<file path="src/hdl/imuodr_params.svh">
/*
  Constants of the inertial output data register bank: read offsets,
  field positions, reset values and timing counts.
  Assumes a 50 MHz mclk and inclusion by its bare name.
*/
// Contract
// - Accel y and z high words are signed, zero reads zero, one count is 1.25 mg over +/-40 g.
// - Each accel axis has a low word of extra bits that forms a 32-bit value with its high word.
// - Temperature is a 16-bit signed value at 0.1 C per count with zero degrees as zero.
// - The elapsed time register gives time since the last sync pulse in 49.02 us counts.
// - Elapsed time is kept only while the sync mode field, bits 4:2, holds scaled mode 010.
// - Each update loads the 16-bit time of its last sample measured from the latest sync edge.
// - The update counter clears on reset or reset command and steps by one per data update.
// - The update counter wraps from its maximum to zero and keeps counting.
// - The update counter reads as a full 16-bit unsigned count.
// - Delta angle is the sum of consecutive rate pairs over one interval over twice the rate.
// - One delta angle result spans the decimation setting plus one samples.
// - The internal sample clock runs at a nominal 2000 samples per second.
// - Delta angle high words are signed, zero is zero, one count is the range over 2^15.
// - Each delta angle has a low word holding its low 16 bits beside the high word.
// - The range variant of 360, 720 or 2160 degrees sets the delta angle scale.
`ifndef IMUODR_PARAMS_SVH
`define IMUODR_PARAMS_SVH

////////////////////////////////////////////////////////////////////////
// Register byte offsets; each word also answers at offset plus one.
`define IMUODR_OFS_ACCEL_Y_LOW   7'h14
`define IMUODR_OFS_ACCEL_Y_HIGH  7'h16
`define IMUODR_OFS_ACCEL_Z_LOW   7'h18
`define IMUODR_OFS_ACCEL_Z_HIGH  7'h1a
`define IMUODR_OFS_TEMPERATURE   7'h1c
`define IMUODR_OFS_SYNC_ELAPSED  7'h1e
`define IMUODR_OFS_UPDATE_CNT    7'h22
`define IMUODR_OFS_DTHETA_X_LOW  7'h24
`define IMUODR_OFS_DTHETA_X_HIGH 7'h26
`define IMUODR_OFS_DTHETA_Y_LOW  7'h28
`define IMUODR_OFS_DTHETA_Y_HIGH 7'h2a

////////////////////////////////////////////////////////////////////////
// Fields and reset values.
`define IMUODR_SYNC_MODE_MSB   4
`define IMUODR_SYNC_MODE_LSB   2
`define IMUODR_WORD_RESET      16'h0000
`define IMUODR_CNT_RESET       16'h0000
`define IMUODR_UNMAPPED_DATA   16'h0000

////////////////////////////////////////////////////////////////////////
// Timing: clock, sample rate and time stamp unit.
`define IMUODR_MCLK_HZ         50000000
`define IMUODR_MCLK_PS         20000
`define IMUODR_SAMPLE_SPS      2000
`define IMUODR_SAMPLE_CYCLES   (`IMUODR_MCLK_HZ / `IMUODR_SAMPLE_SPS)
`define IMUODR_TS_LSB_PS       49020000
`define IMUODR_TS_CYCLES       (`IMUODR_TS_LSB_PS / `IMUODR_MCLK_PS)

////////////////////////////////////////////////////////////////////////
// Delta angle scaling: product of pair sum and gain, then a shift.
`define IMUODR_DTHETA_SHIFT    24
`define IMUODR_GAIN_360        16'h4000
`define IMUODR_GAIN_720        16'h2000
`define IMUODR_GAIN_2160       16'h0aab

`endif

</file>
<file path="src/hdl/imuodr_pkg.sv">
/*
  Types of the inertial output data register bank.
  Assumes the constants header is compiled alongside.
*/
package imuodr_pkg;

  // Sync mode field codes; only scaled mode drives the time stamp.
  typedef enum logic [2:0] {
    IMUODR_SYNC_INTERNAL = 3'h0,
    IMUODR_SYNC_DIRECT   = 3'h1,
    IMUODR_SYNC_SCALED   = 3'h2,
    IMUODR_SYNC_OUTPUT   = 3'h3
  } imuodr_sync_mode_t;

  // Dynamic range variants of the delta angle output.
  typedef enum logic [1:0] {
    IMUODR_RANGE_360  = 2'h0,
    IMUODR_RANGE_720  = 2'h1,
    IMUODR_RANGE_2160 = 2'h2
  } imuodr_range_t;

  // One raw sample set from the sensor front end.
  typedef struct packed {
    logic signed [31:0] accel_y;
    logic signed [31:0] accel_z;
    logic signed [15:0] temp;
    logic signed [31:0] rate_x;
    logic signed [31:0] rate_y;
  } imuodr_sample_t;

  // Register read request.
  typedef struct packed {
    logic       en;
    logic [6:0] addr;
  } imuodr_rdreq_t;

endpackage

</file>
<file path="src/hdl/imuodr_integ.sv">
/*
  Trapezoidal delta angle integrator for one axis.
  Assumes sample_tick pulses once per sample and last_sample marks the
  final sample of a decimation interval in the same cycle.
*/
`timescale 1ns/100ps
`include "imuodr_params.svh"

module imuodr_integ (
  // Clock and reset
  input  wire logic               mclk,
  input  wire logic               nrst,
  // Control
  input  wire logic               clear,
  input  wire logic               sample_tick,
  input  wire logic               last_sample,
  input  wire logic        [15:0] gain,
  // Data
  input  wire logic signed [31:0] rate,
  output logic signed      [31:0] result
);
  import imuodr_pkg::*;

  logic signed [31:0] prev_q;
  logic signed [49:0] acc_q;
  logic signed [49:0] pair;
  logic signed [49:0] total;
  logic signed [66:0] scaled;

  ////////////////////////////////////////////////////////////////////
  // Pair sum; the previous sample carries across intervals so no pair is lost.
  assign pair   = 50'(rate) + 50'(prev_q);
  assign total  = acc_q + pair;
  // Dividing by twice the rate is folded into gain and shift.
  assign scaled = 67'(total) * $signed({1'b0, gain});
  assign result = scaled[`IMUODR_DTHETA_SHIFT+31:`IMUODR_DTHETA_SHIFT];

  // Accumulate each sample; restart after the last one of an interval.
  always_ff @(posedge mclk or negedge nrst) begin
    if (!nrst) begin
      prev_q <= '0;
      acc_q  <= '0;
    end else if (clear) begin
      prev_q <= '0;
      acc_q  <= '0;
    end else if (sample_tick) begin
      prev_q <= rate;
      acc_q  <= last_sample ? '0 : total;
    end
  end

endmodule

</file>
<file path="src/hdl/imuodr_regs.sv">
/*
  Output data register bank: accelerometer y/z words, temperature,
  sync time stamp, update counter and x/y delta angles.
  Assumes synchronous inputs on mclk, a serial front end that turns
  host frames into the read request port, and a sensor front end that
  holds the sample inputs valid at each internal sample tick.
*/
`timescale 1ns/100ps
`include "imuodr_params.svh"

module imuodr_regs #(
  parameter int SAMPLE_CYCLES = `IMUODR_SAMPLE_CYCLES
) (
  // Clock and reset
  input  wire logic                  mclk,
  input  wire logic                  nrst,
  // Reset command from the control logic
  input  wire logic                  reset_cmd,
  // Configuration
  input  wire logic           [15:0] miscellaneous_control,
  input  wire logic           [15:0] decimation_setting,
  input  wire imuodr_pkg::imuodr_range_t range_sel,
  // Sensor front end
  input  wire imuodr_pkg::imuodr_sample_t sample,
  output logic                       sample_tick,
  // External timing pin
  input  wire logic                  sync_pin,
  // Register read port
  input  wire imuodr_pkg::imuodr_rdreq_t rd_req,
  output logic                [15:0] rd_data,
  output logic                       rd_valid,
  // Data ready indication
  output logic                       sample_available_pin
);
  import imuodr_pkg::*;

  ////////////////////////////////////////////////////////////////////
  // Helper functions.

  // Gain per range variant; wider ranges give smaller counts per degree.
  function automatic logic [15:0] range_gain(input imuodr_range_t r);
    case (r)
      IMUODR_RANGE_360:  range_gain = `IMUODR_GAIN_360;
      IMUODR_RANGE_720:  range_gain = `IMUODR_GAIN_720;
      IMUODR_RANGE_2160: range_gain = `IMUODR_GAIN_2160;
      default:           range_gain = `IMUODR_GAIN_360;
    endcase
  endfunction

  // Word-aligned address match; both bytes of a word hit it.
  function automatic logic hit(input logic [6:0] a, input logic [6:0] ofs);
    hit = (a[6:1] == ofs[6:1]);
  endfunction

  ////////////////////////////////////////////////////////////////////
  // Declarations.

  logic [15:0] div_q;
  logic [15:0] div_d;
  logic        tick_q;
  logic        tick_d;
  logic        div_end;

  logic [15:0] dec_cnt_q;
  logic [15:0] dec_cnt_d;
  logic        last_sample;
  logic        update;

  logic        sync_prev_q;
  logic        sync_edge;
  logic        scaled_mode;
  logic [11:0] ts_div_q;
  logic [11:0] ts_div_d;
  logic [15:0] ts_cnt_q;
  logic [15:0] ts_cnt_d;
  logic        ts_step;

  logic [15:0] accel_y_low_q;
  logic [15:0] accel_y_high_q;
  logic [15:0] accel_z_low_q;
  logic [15:0] accel_z_high_q;
  logic [15:0] temperature_value_q;
  logic [15:0] sync_elapsed_time_q;
  logic [15:0] update_counter_q;
  logic [15:0] update_counter_d;
  logic [31:0] dtheta_x_q;
  logic [31:0] dtheta_y_q;

  logic signed [31:0] dtheta_x_next;
  logic signed [31:0] dtheta_y_next;
  logic        [15:0] gain;

  logic [15:0] rd_word;
  logic [15:0] rd_data_q;
  logic        rd_valid_q;
  logic        drdy_q;

  ////////////////////////////////////////////////////////////////////
  // Internal sample clock: one tick per sample period of mclk cycles.
  assign div_end = (div_q == 16'(SAMPLE_CYCLES - 1));
  assign div_d   = div_end ? 16'h0000 : div_q + 16'h0001;
  assign tick_d  = div_end;

  always_ff @(posedge mclk or negedge nrst) begin
    if (!nrst) begin
      div_q  <= 16'h0000;
      tick_q <= 1'b0;
    end else if (reset_cmd) begin
      div_q  <= 16'h0000;
      tick_q <= 1'b0;
    end else begin
      div_q  <= div_d;
      tick_q <= tick_d;
    end
  end

  ////////////////////////////////////////////////////////////////////
  // Decimation: an interval spans the setting plus one samples.
  assign last_sample = (dec_cnt_q == decimation_setting);
  assign update      = tick_q & last_sample;
  assign dec_cnt_d   = last_sample ? 16'h0000 : dec_cnt_q + 16'h0001;

  always_ff @(posedge mclk or negedge nrst) begin
    if (!nrst) begin
      dec_cnt_q <= 16'h0000;
    end else if (reset_cmd) begin
      dec_cnt_q <= 16'h0000;
    end else if (tick_q) begin
      dec_cnt_q <= dec_cnt_d;
    end
  end

  ////////////////////////////////////////////////////////////////////
  // Sync time base. The pin is taken as synchronous, so its edge is
  // found directly; a slower pin would need a synchroniser upstream.
  assign scaled_mode = (miscellaneous_control[`IMUODR_SYNC_MODE_MSB:`IMUODR_SYNC_MODE_LSB]
                        == IMUODR_SYNC_SCALED);
  assign sync_edge   = sync_pin & ~sync_prev_q;
  assign ts_step     = (ts_div_q == 12'(`IMUODR_TS_CYCLES - 1));

  // Restart at each sync edge; the count saturates rather than wrap so
  // a lost sync never reads as a small, plausible time.
  always_comb begin
    ts_div_d = ts_step ? 12'h000 : ts_div_q + 12'h001;
    ts_cnt_d = ts_cnt_q;
    if (ts_step && ts_cnt_q != 16'hffff) begin
      ts_cnt_d = ts_cnt_q + 16'h0001;
    end
    if (sync_edge) begin
      ts_div_d = 12'h000;
      ts_cnt_d = 16'h0000;
    end
    if (!scaled_mode) begin
      ts_div_d = 12'h000;
      ts_cnt_d = 16'h0000;
    end
  end

  always_ff @(posedge mclk or negedge nrst) begin
    if (!nrst) begin
      sync_prev_q <= 1'b0;
      ts_div_q    <= 12'h000;
      ts_cnt_q    <= 16'h0000;
    end else begin
      sync_prev_q <= sync_pin;
      ts_div_q    <= ts_div_d;
      ts_cnt_q    <= ts_cnt_d;
    end
  end

  ////////////////////////////////////////////////////////////////////
  // Delta angle integrators, one per axis.
  assign gain = range_gain(range_sel);

  imuodr_integ u_integ_x (
    .mclk        (mclk),
    .nrst        (nrst),
    .clear       (reset_cmd),
    .sample_tick (tick_q),
    .last_sample (last_sample),
    .gain        (gain),
    .rate        (sample.rate_x),
    .result      (dtheta_x_next)
  );

  imuodr_integ u_integ_y (
    .mclk        (mclk),
    .nrst        (nrst),
    .clear       (reset_cmd),
    .sample_tick (tick_q),
    .last_sample (last_sample),
    .gain        (gain),
    .rate        (sample.rate_y),
    .result      (dtheta_y_next)
  );

  ////////////////////////////////////////////////////////////////////
  // Update counter: plain 16-bit binary, wraps through zero.
  assign update_counter_d = update_counter_q + 16'h0001;

  always_ff @(posedge mclk or negedge nrst) begin
    if (!nrst) begin
      update_counter_q <= `IMUODR_CNT_RESET;
    end else if (reset_cmd) begin
      update_counter_q <= `IMUODR_CNT_RESET;
    end else if (update) begin
      update_counter_q <= update_counter_d;
    end
  end

  ////////////////////////////////////////////////////////////////////
  // Output words. All load on the same edge so that a host never sees
  // words from two different updates after a single update.
  always_ff @(posedge mclk or negedge nrst) begin
    if (!nrst) begin
      accel_y_low_q       <= `IMUODR_WORD_RESET;
      accel_y_high_q      <= `IMUODR_WORD_RESET;
      accel_z_low_q       <= `IMUODR_WORD_RESET;
      accel_z_high_q      <= `IMUODR_WORD_RESET;
      temperature_value_q <= `IMUODR_WORD_RESET;
      dtheta_x_q          <= 32'h0000_0000;
      dtheta_y_q          <= 32'h0000_0000;
    end else if (reset_cmd) begin
      accel_y_low_q       <= `IMUODR_WORD_RESET;
      accel_y_high_q      <= `IMUODR_WORD_RESET;
      accel_z_low_q       <= `IMUODR_WORD_RESET;
      accel_z_high_q      <= `IMUODR_WORD_RESET;
      temperature_value_q <= `IMUODR_WORD_RESET;
      dtheta_x_q          <= 32'h0000_0000;
      dtheta_y_q          <= 32'h0000_0000;
    end else if (update) begin
      accel_y_low_q       <= sample.accel_y[15:0];
      accel_y_high_q      <= sample.accel_y[31:16];
      accel_z_low_q       <= sample.accel_z[15:0];
      accel_z_high_q      <= sample.accel_z[31:16];
      temperature_value_q <= sample.temp;
      dtheta_x_q          <= dtheta_x_next;
      dtheta_y_q          <= dtheta_y_next;
    end
  end

  // Time stamp loads with the update only in scaled mode; otherwise it
  // keeps its last value, which software should then ignore.
  always_ff @(posedge mclk or negedge nrst) begin
    if (!nrst) begin
      sync_elapsed_time_q <= `IMUODR_WORD_RESET;
    end else if (reset_cmd) begin
      sync_elapsed_time_q <= `IMUODR_WORD_RESET;
    end else if (update && scaled_mode) begin
      sync_elapsed_time_q <= ts_cnt_q;
    end
  end

  ////////////////////////////////////////////////////////////////////
  // Read selection; unmapped offsets read as zero.
  assign rd_word =
    hit(rd_req.addr, `IMUODR_OFS_ACCEL_Y_LOW)   ? accel_y_low_q :
    hit(rd_req.addr, `IMUODR_OFS_ACCEL_Y_HIGH)  ? accel_y_high_q :
    hit(rd_req.addr, `IMUODR_OFS_ACCEL_Z_LOW)   ? accel_z_low_q :
    hit(rd_req.addr, `IMUODR_OFS_ACCEL_Z_HIGH)  ? accel_z_high_q :
    hit(rd_req.addr, `IMUODR_OFS_TEMPERATURE)   ? temperature_value_q :
    hit(rd_req.addr, `IMUODR_OFS_SYNC_ELAPSED)  ? sync_elapsed_time_q :
    hit(rd_req.addr, `IMUODR_OFS_UPDATE_CNT)    ? update_counter_q :
    hit(rd_req.addr, `IMUODR_OFS_DTHETA_X_LOW)  ? dtheta_x_q[15:0] :
    hit(rd_req.addr, `IMUODR_OFS_DTHETA_X_HIGH) ? dtheta_x_q[31:16] :
    hit(rd_req.addr, `IMUODR_OFS_DTHETA_Y_LOW)  ? dtheta_y_q[15:0] :
    hit(rd_req.addr, `IMUODR_OFS_DTHETA_Y_HIGH) ? dtheta_y_q[31:16] :
    `IMUODR_UNMAPPED_DATA;

  // Read data is registered; it holds until the next read.
  always_ff @(posedge mclk or negedge nrst) begin
    if (!nrst) begin
      rd_data_q  <= 16'h0000;
      rd_valid_q <= 1'b0;
    end else begin
      rd_valid_q <= rd_req.en;
      if (rd_req.en) begin
        rd_data_q <= rd_word;
      end
    end
  end

  ////////////////////////////////////////////////////////////////////
  // Data ready pulse, set on the same edge as the words load.
  always_ff @(posedge mclk or negedge nrst) begin
    if (!nrst) begin
      drdy_q <= 1'b0;
    end else begin
      drdy_q <= update & ~reset_cmd;
    end
  end

  // Outputs straight from flops.
  assign sample_tick          = tick_q;
  assign rd_data              = rd_data_q;
  assign rd_valid             = rd_valid_q;
  assign sample_available_pin = drdy_q;

endmodule

</file>
<file path="config.mk">
export PLATFORM = sky130hd
export DESIGN_NAME = imuodr_regs
export DESIGN_NICKNAME = d
export VERILOG_FILES = /design/src/hdl/imuodr_pkg.sv /design/src/hdl/imuodr_integ.sv /design/src/hdl/imuodr_regs.sv
export VERILOG_INCLUDE_DIRS = /design/src /design/src/hdl
export SDC_FILE = /design/constraint.sdc
export NUM_CORES = 2
export LEC_CHECK = 0
export ABC_AREA = 1
export BUFFER_PORTS_ARGS = -buffer_cell sky130_fd_sc_hd__buf_2
export CORE_UTILIZATION = 30
export DETAILED_ROUTE_END_ITERATION = 12
export HOLD_SLACK_MARGIN = 0.12
export PLACE_DENSITY = 0.49
export SKIP_CTS_REPAIR_TIMING = 1
export SYNTH_ARGS = -nofsm -noshare
export SYNTH_HDL_FRONTEND = slang
export SYNTH_SLANG_ARGS = --single-unit
</file>
<file path="constraint.sdc">
create_clock -name mclk -period 10.3 [get_ports mclk]
set_input_delay 0.515 -clock mclk [delete_from_list [all_inputs] [get_ports mclk]]
set_output_delay 0.515 -clock mclk [all_outputs]
set_load 0.005 [all_outputs]
</file>
==> results.md <==
* Setup_tns at 0 ns
* Vias at roughly 43000
* WP data arrival at just under 10 ns
* Nets at approximately 8000
* Most common cell after layout, fill and taps aside: inv_1
* Crit start category: input pin
* FP Rows at approximately 150
* FFs w/ async S/R, synth at 1.00
* CP dominant cell by count: nand2_1
* Crit path required time at 10.87 ns
* Final hold viol count at 0
* CTS root buffer: clkbuf_16
* Worst-Skew Late Latency at about 0.73 ns
* GR Overflow Total at 0
* RSZ-0062 raised after global routing: false
* Area grow syn2layout at 13.4%
* Final period utilization at 0.883
* Port buffer count at slightly below 200
* HPWL after DPL at between 100000 and 150000 um
* CP Max Fanout at 5
* Pre-antenna DRT Iters at 6
* Share of layout cells above drive strength 1 at 0.0621
* Final std cells w/o fill at ~9000
* Cell taking the most area after synthesis: fa_1
* Gr usage total at 0.182
* Yosys cell types at 65
* Htree depth at 2
* Tightest Pin Transition at approximately 1.2 ns
* Top post-synthesis cells by area: fa_1, dfrtp_1, ha_1
* CTS max path bufs at 3
* Setup crit end kind: register
* Initial antenna violation count at 8
* CP peak stage delay at approximately 0.60 ns
* Critical path's top delay family: adder cells
* CP max stage cell: fa_1
* 1st-iter DRT viols at between 2000 and 3000
* Final core utilization at 0.344
* CTS Sinks at 420
* TritonCTS clock tree: yes
* Vias in the first global route at between 40000 and 50000
* Mapped Cells at approximately 6300
* Post-Syn Area per Cell at ~8.5 sq um
* Worst R2R Setup Slack at roughly 1.4 ns
* Setup violations, final at 0
* # IOs at 209
* Core area at 0.177 sq mm
* Number of synthesized register bits at 420
* Most frequent cells in the layout: inv_1, nand2_1, fa_1
* Kind of critical path: input pin to register
* Largest net degree at the start of global routing at 171
* Initial Util at 0.303
* Synth warn at 0
* Fmax at approximately 0.11 GHz
* Max-cap violations at 0
* Die Y at ~420 um
* CTS clk-pin slew, worst paths at roughly 0.060 ns
* Post-DRT Antenna Nets at 0
* Die ar. at around 0.18 sq mm
* Sequential share of the synthesized area at 0.196
* Ys flop type: dfrtp_1
* Max-Slew Margin vs Limit at 0.207
* Worst path buffer plus inverter count at 8
* EDFF count, synth at 0
* Final WL at 160000 um
* Placed Cells at just under 9000
* Outcome: finished clean
* Fin. max-slew vios at 0
* Area of the mapped netlist at between 0.05 and 0.06 sq mm
* Routed len/inst at between 15 and 20 um
* Width of the die at 425 um
* Clock buffers created by TritonCTS at 55
* GPL Wtd Cong at about 0.92
* Synthesized net count at slightly below 8000
* Hold WC Path Type: input pin to register
* Post-layout min period at ~9.1 ns
* Top cell type's share of synthesized area at 0.268
* Drc violations at 0
* Layout Skew at around 0.066 ns
* Vias/cell at between 4 and 5
* First-pass GRT wire length at ~260000 um
## routing by layer
layer | wire (um) | track usage | vias up
met5 | 35 | 0 | -
met1 | 79900 | 0.271 | 20909
met2 | 69200 | 0.274 | 809
met3 | 8180 | 0.0327 | 134
li1 | - | - | 20776
met4 | 3140 | 0.0379 | 6
## synthesized netlist by cell type (6+ instances only)
library cell	number
buf_2	20
o211ai_1	9
fa_1	718
inv_1	1259
ha_1	626
o21bai_1	22
a31oi_1	41
a22o_1	128
nand3_1	135
o21ai_1	39
nand2_2	19
o221ai_1	9
clkbuf_1	94
nor4_1	23
dfrtp_1	420
o21ai_0	331
o2111ai_1	9
and3_1	6
o21a_1	11
inv_2	8
xnor2_1	52
nand4_1	43
a21oi_1	355
a21o_1	16
o22ai_1	39
a211oi_1	10
o31ai_1	7
nand2_1	974
nor3_1	56
xor2_1	79
nor3b_1	9
nor2_1	672
nor2_2	18
## flip-flops by register name, indices dropped and copies added, names as in the netlist, 32 cells and up
name	cells
dtheta_y_q	32
u_integ_y.acc_q	50
u_integ_y.prev_q	32
dtheta_x_q	32
u_integ_x.acc_q	50
u_integ_x.prev_q	32
## worst register-to-register path: cells and delay by family, from the launching register on
family | cells | cell delay, ns
AND/OR/NAND/NOR | 11 | 1.48
AO/OA/AOI/OAI | 10 | 1.97
flip-flops | 1 | 0.40
buffers and inverters | 6 | 0.42
XOR/XNOR | 1 | 0.27
adder cells (fa/ha/maj) | 10 | 4.33
## metrics by stage
stage	hold WS [ns]	cell area (sq um)	setup slack, ns
4_1_cts	-0.172	59300	1.36
3_3_place_gp	0.451	57400	1.20
2_1_floorplan	0.219	53600	2.71
3_5_place_dp	0.455	57400	1.15
6_report	0.141	60800	1.20
5_1_grt	0.137	60800	0.693
## path summary, 6_finish.rpt
path | endpoint | from | depth (start not counted)
hold reg to reg | div_q[0]$_DFF_PN0_ | div_q[0]$_DFF_PN0_ | 1
max in group asynchronous | temperature_value_q[8]$_DFFE_PN0P_ | nrst | 4
hold / removal | u_integ_y.prev_q[10]$_DFFE_PN0P_ | sample[10] | 2
setup / recovery | dtheta_y_q[9]$_DFFE_PN0P_ | sample[1] | 40
min in group asynchronous | u_integ_y.acc_q[29]$_DFFE_PN0P_ | nrst | 2
setup reg to reg | dtheta_y_q[9]$_DFFE_PN0P_ | u_integ_y.acc_q[1]$_DFFE_PN0P_ | 38
## cell families (layout without fill, tap and decap cells)
logic type / after synthesis / in the layout / share of synthesized area
other: 0 / 6 / 0
buffers and inverters: 1390 / 1752 / 0.0981
xor gates and xnor gates: 133 / 133 / 0.0220
adders and majority gates: 1344 / 1344 / 0.414
DFF: 420 / 420 / 0.196
and+or+nand+nor: 1990 / 1990 / 0.153
AOI/OAI and AO/OA: 1055 / 1055 / 0.116
## final cells by class
type                    count  area [sq um]
fillers                 18477        116000
multi-input cells        4522         37800
flip-flops and latches    420         10500
inverters                1271          4770
well taps                2340          2930
repair buffers            382          2790
clock buffers              78          1580
clock inverters            21           324
diodes                      6          15.0
Power is left out: the tool's default activity adds up to more than one toggle a clock period on the data nets, which glitch-free logic cannot reach.
